==> config.mk <==
export PLATFORM = sky130hd
export DESIGN_NAME = ucr_capability_regs
export DESIGN_NICKNAME = d
export VERILOG_FILES = /design/src/ucr_cap_pack.v /design/src/ucr_capability_regs.v /design/src/ucr_count_code.v
export VERILOG_INCLUDE_DIRS = /design/src /design/src/shared
export SDC_FILE = /design/constraint.sdc
export NUM_CORES = 1
export LEC_CHECK = 0
export ABC_AREA = 1
export ABC_CLOCK_PERIOD_IN_PS = 1100
export BUFFER_PORTS_ARGS = -buffer_cell sky130_fd_sc_hd__buf_2
export CORE_MARGIN = 8
export CORE_UTILIZATION = 43
export DETAILED_ROUTE_END_ITERATION = 8
export HOLD_SLACK_MARGIN = 0.03
export MAX_ROUTING_LAYER = met4
export PLACE_DENSITY = 0.82
export SYNTH_ARGS = -nofsm -noshare
export SYNTH_HDL_FRONTEND = slang
export SYNTH_HIERARCHICAL = 1
export SYNTH_SLANG_ARGS = --single-unit
==> constraint.sdc <==
create_clock -name ref_clk -period 1.1 [get_ports ref_clk]
set_clock_uncertainty 0.15 [all_clocks]
set_input_delay 0.22 -clock ref_clk [delete_from_list [all_inputs] [get_ports ref_clk]]
set_output_delay 0.22 -clock ref_clk [all_outputs]
set_load 0.005 [all_outputs]
==> src/shared/ucr_defs.vh <==
// Constants for the capability and identification register bank
`ifndef UCR_DEFS_VH
`define UCR_DEFS_VH

// ==========================================================================
// Register byte offsets inside the peripheral bus window
`define UCR_OFS_CAPABILITY   12'h81C
`define UCR_OFS_WINDOW_SIZE  12'h820
`define UCR_OFS_LABEL_FIRST  12'h824
`define UCR_ADDR_W           12

// ==========================================================================
// Capability word field positions
`define UCR_PIPE_LSB         0
`define UCR_PIPE_MSB         3
`define UCR_CHAN_LSB         4
`define UCR_CHAN_MSB         6
`define UCR_BUFW_BIT         7
`define UCR_FDEP_LSB         8
`define UCR_FDEP_MSB         11
`define UCR_MEM_LSB          12
`define UCR_MEM_MSB          14
`define UCR_BYTE_BIT         15

// ==========================================================================
// Implemented capabilities, as counts and codes
`define UCR_PIPE_COUNT       5'h07
`define UCR_CHAN_COUNT       3'h6
`define UCR_BUFW_24          1'h0
`define UCR_FDEP_COUNT       5'h04
`define UCR_MEM_CODE         3'h2
`define UCR_BYTE_NATIVE      1'h0
`define UCR_CAP_UPPER        16'h0001
`define UCR_CAP_VALUE        32'h00012467

// ==========================================================================
// Fixed read values
`define UCR_WINDOW_VALUE     32'h00001000
`define UCR_MEM_BASE_BYTES   17'h00100
`define UCR_BUFW_NARROW      5'h10
`define UCR_BUFW_WIDE        5'h18

`endif

==> src/ucr_cap_pack.v <==
// Assembles the capability word from the implemented feature set
`timescale 1ns/100ps
`default_nettype none
`include "ucr_defs.vh"

module ucr_cap_pack (
    // Feature codes
    input  wire [3:0]  pipe_code,
    input  wire [2:0]  chan_code,
    input  wire        bufw_sel,
    input  wire [3:0]  fdep_code,
    input  wire [2:0]  mem_code,
    input  wire        byte_native,
    // Packed word
    output wire [31:0] cap_word
);

    // ======================================================================
    // Field layout, high bits first
    assign cap_word = {`UCR_CAP_UPPER, byte_native, mem_code, fdep_code,
                       bufw_sel, chan_code, pipe_code};

endmodule
`default_nettype wire

==> src/ucr_capability_regs.v <==
// Read-only capability, window-size and name registers on the peripheral bus
`timescale 1ns/100ps
`default_nettype none
`include "ucr_defs.vh"

module ucr_capability_regs #(
    // Arbitrary neutral label, not any real product name
    parameter [31:0] LABEL_FIRST = 32'h4D41_4352
) (
    // Clock and reset
    input  wire        ref_clk,
    input  wire        rst_b,
    // Peripheral bus slave
    input  wire        bus_sel,
    input  wire        bus_write,
    input  wire [11:0] bus_addr,
    input  wire [31:0] bus_wdata,
    output reg  [31:0] bus_rdata_ff,
    output reg         bus_ack_ff,
    output reg         bus_err_ff,
    // Decoded capabilities
    output reg  [4:0]  pipe_count_ff,
    output reg  [2:0]  transfer_channel_count_ff,
    output reg         channel_code_reserved_ff,
    output reg  [4:0]  buffer_width_bits_ff,
    output reg  [4:0]  fifo_depth_words_ff,
    output reg  [16:0] packet_memory_limit_ff,
    output reg         packet_memory_unbounded_ff,
    output reg         packet_memory_byte_lanes_ff,
    output reg         cap_consistent_ff
);

    // ======================================================================
    // Feature codes
    wire [3:0]  pipe_count_code;
    wire [3:0]  fdep_code;
    wire [4:0]  pipe_count_dec;
    wire [4:0]  fdep_count_dec;
    wire [31:0] cap_word;
    wire [2:0]  chan_code;
    wire [2:0]  mem_code;

    assign chan_code = `UCR_CHAN_COUNT;
    assign mem_code  = `UCR_MEM_CODE;

    ucr_count_code #(.W(4)) u_pipe (
        .count_in  (`UCR_PIPE_COUNT),
        .code_out  (pipe_count_code),
        .code_in   (cap_word[`UCR_PIPE_MSB:`UCR_PIPE_LSB]),
        .count_out (pipe_count_dec)
    );

    ucr_count_code #(.W(4)) u_fdep (
        .count_in  (`UCR_FDEP_COUNT),
        .code_out  (fdep_code),
        .code_in   (cap_word[`UCR_FDEP_MSB:`UCR_FDEP_LSB]),
        .count_out (fdep_count_dec)
    );

    ucr_cap_pack u_pack (
        .pipe_code   (pipe_count_code),
        .chan_code   (chan_code),
        .bufw_sel    (`UCR_BUFW_24),
        .fdep_code   (fdep_code),
        .mem_code    (mem_code),
        .byte_native (`UCR_BYTE_NATIVE),
        .cap_word    (cap_word)
    );

    // ======================================================================
    // Address decode
    wire        hit_cap;
    wire        hit_win;
    wire        hit_lbl;
    wire        hit_any;
    reg  [31:0] rd_word;

    // Word compare only, the two byte-lane bits never select a register
    localparam [11:0] OFS_CAP = `UCR_OFS_CAPABILITY;
    localparam [11:0] OFS_WIN = `UCR_OFS_WINDOW_SIZE;
    localparam [11:0] OFS_LBL = `UCR_OFS_LABEL_FIRST;

    assign hit_cap = (bus_addr[11:2] == OFS_CAP[11:2]);
    assign hit_win = (bus_addr[11:2] == OFS_WIN[11:2]);
    assign hit_lbl = (bus_addr[11:2] == OFS_LBL[11:2]);
    assign hit_any = hit_cap | hit_win | hit_lbl;

    always @* begin
        rd_word = 32'h0000_0000;
        if (hit_cap) begin
            rd_word = `UCR_CAP_VALUE;
        end else if (hit_win) begin
            rd_word = `UCR_WINDOW_VALUE;
        end else if (hit_lbl) begin
            rd_word = LABEL_FIRST;
        end
    end

    // ======================================================================
    // Bus response
    // Write data is never sampled, so a write cannot disturb any value
    wire unused_wdata;
    assign unused_wdata = ^bus_wdata;

    always @(posedge ref_clk or negedge rst_b) begin
        if (!rst_b) begin
            bus_rdata_ff <= 32'h0000_0000;
            bus_ack_ff   <= 1'b0;
            bus_err_ff   <= 1'b0;
        end else begin
            bus_ack_ff <= bus_sel;
            bus_err_ff <= bus_sel & ~hit_any;
            if (bus_sel && !bus_write) begin
                bus_rdata_ff <= rd_word;
            end else begin
                bus_rdata_ff <= 32'h0000_0000;
            end
        end
    end

    // ======================================================================
    // Decoded capability status
    wire [2:0]  mem_field;
    wire [16:0] mem_limit;

    assign mem_field = cap_word[`UCR_MEM_MSB:`UCR_MEM_LSB];
    assign mem_limit = `UCR_MEM_BASE_BYTES << mem_field;

    always @(posedge ref_clk or negedge rst_b) begin
        if (!rst_b) begin
            pipe_count_ff               <= 5'h00;
            transfer_channel_count_ff   <= 3'h0;
            channel_code_reserved_ff    <= 1'b0;
            buffer_width_bits_ff        <= 5'h00;
            fifo_depth_words_ff         <= 5'h00;
            packet_memory_limit_ff      <= 17'h00000;
            packet_memory_unbounded_ff  <= 1'b0;
            packet_memory_byte_lanes_ff <= 1'b0;
            cap_consistent_ff           <= 1'b0;
        end else begin
            pipe_count_ff             <= pipe_count_dec;
            transfer_channel_count_ff <= cap_word[`UCR_CHAN_MSB:`UCR_CHAN_LSB];
            channel_code_reserved_ff  <= (cap_word[`UCR_CHAN_MSB:`UCR_CHAN_LSB] == 3'h0);
            buffer_width_bits_ff      <= cap_word[`UCR_BUFW_BIT] ? `UCR_BUFW_WIDE
                                                               : `UCR_BUFW_NARROW;
            fifo_depth_words_ff       <= fdep_count_dec;
            // Code seven only gives a lower bound, so the limit reads zero
            packet_memory_unbounded_ff <= (mem_field == 3'h7);
            packet_memory_limit_ff    <= (mem_field == 3'h7) ? 17'h00000 : mem_limit;
            packet_memory_byte_lanes_ff <= cap_word[`UCR_BYTE_BIT];
            // Packed fields must agree with the fixed read value
            cap_consistent_ff <= (cap_word == `UCR_CAP_VALUE);
        end
    end

endmodule
`default_nettype wire

==> src/ucr_count_code.v <==
// Count-to-code and code-to-count for fields where code zero means sixteen
`timescale 1ns/100ps
`default_nettype none

module ucr_count_code #(
    parameter W = 4
) (
    // Count side
    input  wire [W:0]   count_in,
    output wire [W-1:0] code_out,
    // Code side
    input  wire [W-1:0] code_in,
    output wire [W:0]   count_out
);

    // ======================================================================
    // Full count wraps to code zero
    assign code_out  = count_in[W-1:0];
    assign count_out = (code_in == {W{1'b0}}) ? {1'b1, {W{1'b0}}} : {1'b0, code_in};

endmodule
`default_nettype wire

==> results.toml, run 1 <==
[status]
status = "finished with violations"
violations = "negative setup slack"

[timing]
fmax_ghz = 0.819
setup_slack_ns = -0.121
setup_viol = 46
finalCritPeriodShare_pct = 111
rsz0062_at_grt = "true"
finalHoldViolations = 0
period_minus_slack_ns = 1.22
fin_tns_setup_ns = -2.39
slew_viol_final = 0

[worst_hold_path]
hold_depth = 4
hold_end = "bus_rdata_ff[12]"
hold_class = "primary input to flip-flop"
hold_start = "bus_write"

[power_and_ir_drop]
finalPower_mw = 2.37
p_sw_share_pct = 23.8
intPower_mw = 1.81
power.density_nw_per_um2 = 1250
power.switching_mw = 0.564
p_clk_share_pct = 38.0
leakagePower_nw = 1.24
seqPwrFrac_pct = 51.9
vdd_ir_drop_max_mv = 0.471
combPwrFrac_pct = 10.1

[global_route]
grt_pass1_vias = 1024
grt_remaining_overflow = 0
grt_pass1_wl_mm = 4.34
antenna_found_initial = 0
grt_max_degree = 33
gr-usage-all-layers_pct = 9.13

[cts]
clk_pin_slew_ns = 0.06
clock-root-buffer = "clkbuf_8"
clkSinkCount = 32
post_cts_buffers = 0
ctsHtreeMaxLevel = 2
ctsLongestPathBuffers = 2
tritoncts = "done"
numCtsBuffers = 5

[floorplanning]
placeableCoreArea_sq_um = 4030
start_util_pct = 45.1
fp-row-count = 23
dieWidth_microns = 81.0
dieArea_sq_um = 6560
die_h_microns = 81.0
ios = 121

[final_layout]
drive_above_1_share_pct = 30.6
fin_area_sq_um = 1890
synthToLayoutAreaGrowth_pct = 4.06
fin_nets = 299
n_fill_cell = 405
insertedDiodeCount = 0

[detailed_routing]
avgRoutedWirePerCell_microns = 9.52
antenna_left = 0
num_vias = 1098
first_pass_iters = 2
drt_iter0_drc = 10
routed_via_density = 3.64
drc = 0
routed_wl_mm = 2.88

[critical_path]
cp-end-kind = "output port"
crit_type = "flip-flop to output port"
critPathMaxStageDelay_ns = 0.44
cp.required_ns = 0.73
path_max_fanout = 9
critPathBufInv = 1
crit_chain = "buf_2"
worst_ep_arrival_time_ns = 0.85
cp_slowest_cell = "dfrtp_2"
path_delay_family = "flip-flops"
start_kind = "flip-flop"

[yosys]
synth_top_area_share_pct = 44.0
yosys_warnings = 6
syn_avg_cell_area_sq_um = 8.50
yosys-top-cells-area = "dfrtp_1 (44%), buf_4 (33%), inv_1 (4.7%)"
synth_area_leader_cell = "dfrtp_1"
synthCells = 214
ys_ff_latch = 32
synth_area_sq_um = 1820
ys_seq_area_share_pct = 44.0
ys_types = 14

[placement]
port_buffers = 59
dpl_worst_slack_ns = -0.00268
placed_cell_area_sq_um = 1770
gp_congestion = 0.752
dpl.hpwl_mm = 2.41

[run]
max-cap-violations = 0
## stage by stage
step,cells,hold slack [ns],utilization (%)
floorplan,270,-0.226,-
global placement,291,0.0306,43.9
detailed placement,291,0.0352,43.9
CTS,302,0.0530,46.9
global route,302,0.0662,47.0
finish,302,0.0593,47.0
## sequential cells by signal (all words and copies together) (netlist names), 2 cells and up
signal and cells:
transfer_channel_count_ff 3, bus_rdata_ff 4, pipe_count_ff 5, buffer_width_bits_ff 2, fifo_depth_words_ff 5, packet_memory_limit_ff 7
## power groups by stage
stage	Clock [mW]	Sequential [mW]	Combinational, mW
2_1_floorplan	0	1.26	0.286
3_3_place_gp	0	1.25	0.218
3_5_place_dp	0	1.25	0.221
4_1_cts	0.926	1.23	0.229
5_1_grt	0.992	1.24	0.283
6_report	0.900	1.23	0.241
## cells in the mapped netlist, drive strengths merged
library cell	instances
buf	81
nand2	21
inv	29
and2	1
conb	4
clkbuf	8
nand3	3
dfrtp	32
nand4	1
nor3	11
nor2	23
## per-layer routing
| metal | GRT usage (%) | part of all wire, % | vias up |
|---|---|---|---|
| met5 | - | 0 | - |
| met2 | 16.9 | 54 | 53 |
| li1 | - | - | 556 |
| met3 | 3.42 | 15 | 9 |
| met1 | 6.92 | 27 | 480 |
| met4 | 6.96 | 4.0 | 0 |
## how the worst max path moves through the flow
stage / startpoint / end / cells past startpoint
after global placement: bus_addr[6] / bus_rdata_ff[16] / 8
final: bus_rdata_ff[27] / bus_rdata_ff[8] / 1
after global routing: bus_rdata_ff[27] / bus_rdata_ff[26] / 1
after detailed placement: bus_addr[6] / bus_rdata_ff[16] / 8
after CTS: bus_rdata_ff[27] / bus_rdata_ff[8] / 1
after floorplan: bus_rdata_ff[27] / bus_rdata_ff[14] / 1
## kinds of logic after synthesis
kind of cell / share of synthesized area (%)
flip-flops: 44.0
AND/OR/NAND/NOR: 14.0
buffers and inverters: 41.1
other: 0.826
## repair_timing
item	in CTS	in global routing
resized for setup	0	1
hold buffers	3	0
setup endpoints to repair	46	46
hold endpoints to repair	35	0
## layout by cell type, fill, tap and decap left out
master / count
and2_0: 1
buf_12: 1
buf_2: 59
clkbuf_8: 6
clkinv_2: 2
conb_1: 60
dfrtp_1: 31
dfrtp_2: 1
dlygate4sd3_1: 3
inv_1: 23
inv_2: 6
nand2_1: 21
nand3_1: 3
nand4_1: 1
nor2_1: 22
nor2_2: 1
nor3_1: 10
nor3_2: 1
## area by class of cell
type | instances | area [sq um] | share of cell area [%]
Clock buffer | 6 | 82.6 | 4.37
Clock inverter | 2 | 10.0 | 0.529
Inverter | 29 | 109 | 5.75
Multi-Input combinational cell | 120 | 480 | 25.4
Sequential cell | 32 | 802 | 42.4
Tap cell | 50 | 62.6 | 3.31
Timing Repair Buffer | 63 | 345 | 18.3
No activity file was read; power rests on OpenSTA's default activity.
==> inputs of run 2 (changes only) <==
- ABC_AREA: 1 -> unset
- CORE_UTILIZATION: 43 -> 42
- HOLD_SLACK_MARGIN: 0.03 -> 0.02
- PLACE_DENSITY: 0.82 -> 0.81
==> run 2 against run 1 <==
Compared with the run above: the flow still finishes with violations (negative setup slack); largest cell class unchanged; via count is 15% lower; non-clock buffer count stayed put; flip-flop and latch count stayed put; global-route usage is 0.51 points lower; first-iteration DRC count is 10% lower; critical path type unchanged; routed wire length is 4.5% lower; synthesized area is 4.2% lower; sequential share of layout area is 1.7 points higher.
==> results.toml, run 2 <==
[status]
status = "finished with violations"
violations = "negative setup slack"

[yosys]
yosys-top-cells-area = "dfrtp_1 (46%), buf_4 (35%), clkbuf_1 (1.7%)"
syn_avg_cell_area_sq_um = 10.6
synth_compound_area_share_pct = 1.15
synthXorXnorAreaFrac_pct = 0
synthMuxAreaShare_pct = 0
synth_top_family_by_area = "buffers and inverters"
ys_ff_latch = 32
yosys_warnings = 6
synth_area_leader_cell = "dfrtp_1"
async_flop_share_pct = 100
ys_types = 28
synth_top_area_share_pct = 46.0
synthCells = 164
synth-simple-area-share_pct = 14.9
synth_area_sq_um = 1740
synth_edf_count = 0
ys.flop_type = "dfrtp_1"
yosysMostFrequentCell = "buf_4"
synth_adder_area_share_pct = 0
ys_seq_area_share_pct = 46.0
synth_commonest_cells = "buf_4 (81), dfrtp_1 (32), clkbuf_1 (8)"

[floorplanning]
fp-row-count = 23
ios = 121
placeableCoreArea_sq_um = 4000
die_h_microns = 80.4
start_util_pct = 43.5
dieArea_sq_um = 6460
dieWidth_microns = 80.4

[critical_path]
path_delay_family = "flip-flops"
worst_ep_arrival_time_ns = 0.84
path_max_fanout = 9
crit_type = "flip-flop to output port"
cp-end-kind = "output port"
critPathBufInv = 1
worstSetupEndpoint = "bus_rdata_ff[9]"
critPathMaxStageDelay_ns = 0.44
cp.required_ns = 0.73
crit_chain = "buf_2"
cp_num_cells = 1
start_kind = "flip-flop"
worstSetupStartpoint = "bus_rdata_ff[27]"
cp_slowest_cell = "dfrtp_2"

[detailed_routing]
first_pass_iters = 2
avgRoutedWirePerCell_microns = 10.9
drt_iter0_drc = 9
drc = 0
routed_via_density = 3.73
dr_wl_met2_mm = 1.42
routed_wl_mm = 2.75
num_vias = 936
antenna_left = 0
drt-met1-wl_microns = 800
top_layer_used = "met4"
wl_met3_microns = 469

[cts]
clk_pin_slew_ns = 0.06
numCtsBuffers = 5
ctsHtreeMaxLevel = 2
post_cts_buffers = 0
clkSinkCount = 32
tritoncts = "done"
clock-root-buffer = "clkbuf_8"
ctsLongestPathBuffers = 2

[timing]
slew_viol_final = 0
setup_slack_ns = -0.113
period_minus_slack_ns = 1.21
finalCritPeriodShare_pct = 110
setup_viol = 46
finalHoldViolations = 0
rsz0062_at_grt = "true"
fmax_ghz = 0.824

[placement]
port_buffers = 59
dpl.hpwl_mm = 2.30
placed_cell_area_sq_um = 1690
gp_congestion = 0.691

[global_route]
grt_pass1_vias = 918
grt_remaining_overflow = 0
grt_max_degree = 33
antenna_found_initial = 0
gr-usage-all-layers_pct = 8.62
grt_pass1_wl_mm = 4.20

[power_and_ir_drop]
power.density_nw_per_um2 = 1310
vdd_ir_drop_max_mv = 0.417
leakagePower_nw = 1.06

[run]
max-cap-violations = 0

[final_layout]
insertedDiodeCount = 0
final_util_pct = 45.5
fin_nets = 249
synthToLayoutAreaGrowth_pct = 4.45
reg_top3 = "packet_memory_limit_ff (7), fifo_depth_words_ff (5), pipe_count_ff (5)"
top_register = "packet_memory_limit_ff"
largest_reg_flops = 7
drive_above_1_share_pct = 37.8
final_cell_mix = "conb_1 (60), buf_2 (59), dfrtp_1 (31), clkbuf_8 (7)"
final_common_cell = "conb_1"
fin_area_sq_um = 1820

[worst_hold_path]
hold_class = "primary input to flip-flop"
## run 2: cell count changes after synthesis, moves of 6 or more
cell and change:
inv_1 -21, nor2_1 -18, nor3_1 -6, nand2_1 -19, inv_2 -6
## run 2: layout make-up
type / instances / area (sq um)
tap: 50 / 62.6
timing repair buffer: 63 / 345
sequential: 32 / 802
inverter: 2 / 7.51
fill: 401 / 2180
multi-input combinational: 97 / 505
clock buffer: 7 / 96.3
## run 2: through the flow
stage                     setup slack, ns  power (mW)  instances  setup TNS (ns)  hold slack [ns]
after global placement             -0.117        1.45        241          -0.425           0.0315
after detailed placement           -0.125        1.46        241          -0.467           0.0377
after CTS                          -0.142        2.41        251           -2.68           0.0687
after floorplan                    0.0355        1.53        220               0           -0.226
final                              -0.113        2.38        251           -1.92           0.0746
after global routing               -0.161        2.51        251           -3.83           0.0873
## run 2: metal layers
metal	vias up	GRT usage [%]
met3	6	2.12
met1	420	8.37
li1	455	-
met5	-	-
met4	0	5.82
met2	55	14.8
## run 2: where the power goes
group | internal [mW] | switching, mW
Combinational | 0.0859 | 0.139
Sequential | 1.22 | 0.00927
Clock | 0.556 | 0.372
## run 2: how the worst min path moves through the flow
stage / cells after the start / slack (ns) / from / endpoint
after floorplan: 0 / -0.23 / rst_b / buffer_width_bits_ff[3]
after global placement: 2 / 0.03 / rst_b / channel_code_reserved_ff
after detailed placement: 2 / 0.04 / rst_b / channel_code_reserved_ff
after CTS: 4 / 0.07 / bus_write / bus_rdata_ff[12]
after global routing: 4 / 0.09 / bus_write / bus_rdata_ff[12]
final: 4 / 0.07 / bus_write / bus_rdata_ff[12]
## run 2: cell families (layout without fill, tap and decap cells)
| logic type | Yosys count | in the layout |
|---|---|---|
| flip-flops | 32 | 32 |
| other | 4 | 60 |
| AND/OR/NAND/NOR | 34 | 34 |
| AO/OA/AOI/OAI | 3 | 3 |
| buffers and inverters | 91 | 72 |
## run 2: what timing repair did
action,in CTS,in global routing
resized for setup,0,1
hold buffers,3,0
hold endpoints to repair,35,0
setup endpoints to repair,46,46
cloned,0,0
==> inputs of run 3 (changes only) <==
- CAP_MARGIN: unset -> 10
- CELL_PAD_IN_SITES_DETAIL_PLACEMENT: unset -> 0
- CELL_PAD_IN_SITES_GLOBAL_PLACEMENT: unset -> 2
- CORE_UTILIZATION: 42 -> 23
- PLACE_DENSITY: 0.81 -> unset
- PLACE_DENSITY_LB_ADDON: unset -> 0.1
- SETUP_SLACK_MARGIN: unset -> 0.02
==> run 3 against run 2 <==
Compared with the run above: the run still ends with negative setup slack left; critical path depth unchanged; sequential share of layout area down 1.3 points; total power down 0.74%; final cell count up 20%; hold slack better by 0.011 ns; first-iteration DRC count up 11%; cell area up 3.0%; clock-buffer cell count up 1; clock power down 2.3%; flip-flop and latch count unchanged; highest routed layer unchanged.
==> results.toml, run 3 (synthesized netlist as in run 2, its figures left out) <==
[status]
status = "finished with violations"
violations = "negative setup slack"

[critical_path]
cp.required_ns = 0.73
worst_ep_arrival_time_ns = 0.85
cp-end-kind = "output port"
critPathMaxStageDelay_ns = 0.44
crit_type = "flip-flop to output port"
crit_chain = "buf_2"
start_kind = "flip-flop"
cp_slowest_cell = "dfrtp_2"
path_max_fanout = 9
path_delay_family = "flip-flops"
critPathBufInv = 1

[final_layout]
final_util_pct = 25.7
instances_no_fill = 301
drive_above_1_share_pct = 37.1
reg_top3 = "packet_memory_limit_ff (7), fifo_depth_words_ff (5), pipe_count_ff (5)"
synthToLayoutAreaGrowth_pct = 7.62
largest_reg_flops = 7
fin_nets = 249
top_register = "packet_memory_limit_ff"
final_common_cell = "conb_1"
final_cell_mix = "conb_1 (60), buf_2 (59), dfrtp_1 (31), clkbuf_8 (6)"
insertedDiodeCount = 0

[power_and_ir_drop]
p_clk_share_pct = 38.3
leakagePower_nw = 1.06
intPower_mw = 1.82
vdd_ir_drop_max_mv = 0.473
seqPwrFrac_pct = 52.1
combPwrFrac_pct = 9.6
power.density_nw_per_um2 = 1260
p_sw_share_pct = 23.2
power.switching_mw = 0.549

[worst_hold_path]
hold_depth = 3
hold_start = "bus_addr[2]"
hold_end = "bus_rdata_ff[16]"
hold_class = "primary input to flip-flop"

[floorplanning]
start_util_pct = 23.9
ios = 121
placeableCoreArea_sq_um = 7290
dieArea_sq_um = 10600
fp-row-count = 31
dieWidth_microns = 103
die_h_microns = 103

[detailed_routing]
first_pass_iters = 4
routed_via_density = 3.16
drt_iter0_drc = 10
antenna_left = 0
num_vias = 951
routed_wl_mm = 3.22
avgRoutedWirePerCell_microns = 10.7
drc = 0

[cts]
clock-root-buffer = "clkbuf_8"
ctsLongestPathBuffers = 2
ctsHtreeMaxLevel = 2
post_cts_buffers = 0
clk_pin_slew_ns = 0.06
numCtsBuffers = 5
tritoncts = "done"
clkSinkCount = 32

[placement]
port_buffers = 59
gp_congestion = 0.672
placedCellCount = 290
dpl.hpwl_mm = 2.55
dpl_worst_slack_ns = -0.147

[timing]
finalCritPeriodShare_pct = 111
finalHoldViolations = 0
period_minus_slack_ns = 1.22
setup_viol = 46
holdWs_ns = 0.0854
slew_viol_final = 0
setup_slack_ns = -0.123
rsz0062_at_grt = "true"
fmax_ghz = 0.818

[global_route]
grt_max_degree = 33
grt_pass1_vias = 1037
grt_pass1_wl_mm = 4.85
gr-usage-all-layers_pct = 6.21
grt_remaining_overflow = 0
antenna_found_initial = 0

[run]
max-cap-violations = 0
run 3: changes by cell type in the layout (fill, tap and decap cells not counted), sizes merged:
cell and change:
clkbuf +1
run 3: worst max-delay path by stage:
stage | startpoint | endpoint | slack (ns) | cells after the start
after global placement | bus_addr[3] | bus_err_ff | -0.14 | 4
final | bus_rdata_ff[27] | bus_rdata_ff[4] | -0.12 | 1
after detailed placement | bus_addr[3] | bus_err_ff | -0.15 | 4
after floorplan | bus_addr[3] | bus_err_ff | 0.04 | 3
after CTS | bus_rdata_ff[27] | bus_rdata_ff[4] | -0.15 | 1
after global routing | bus_rdata_ff[27] | bus_rdata_ff[4] | -0.17 | 1
run 3: power by group through the flow:
stage,clock network (mW),registers [mW],logic [mW]
global route,1.01,1.24,0.262
floorplan,0,1.26,0.268
finish,0.907,1.23,0.227
global placement,0,1.25,0.209
detailed placement,0,1.25,0.209
CTS,0.974,1.23,0.218
run 3: repair_timing:
item | 4_1_cts | 5_1_grt
resized for setup | 1 | 0
pin swaps | 0 | 0
hold endpoints to repair | 35 | 0
endpoints found under the setup margin | 46 | 46
hold buffers | 3 | 0
run 3: layout make-up:
type                            instances  area [sq um]
Sequential cell                        32           802
Tap cell                               99           124
Timing Repair Buffer                   63           345
Inverter                                2          7.51
Clock buffer                            8          90.1
Multi-Input combinational cell         97           505
Fill cell                             819          5420
run 3: through the flow:
| step | total power, mW | area [sq um] | TNS [ns] |
|---|---|---|---|
| floorplan | 1.53 | 1950 | 0 |
| global placement | 1.46 | 1750 | -0.457 |
| detailed placement | 1.46 | 1750 | -0.492 |
| CTS | 2.42 | 1870 | -3.45 |
| global route | 2.51 | 1870 | -4.33 |
| finish | 2.37 | 1870 | -2.37 |
run 3: metal layers:
layer,vias up,global-route usage [%],share of wire (%)
li1,454,-,-
met1,435,6.20,38
met2,57,10.1,46
met3,5,3.24,15
met4,0,2.34,1.3
met5,-,-,0
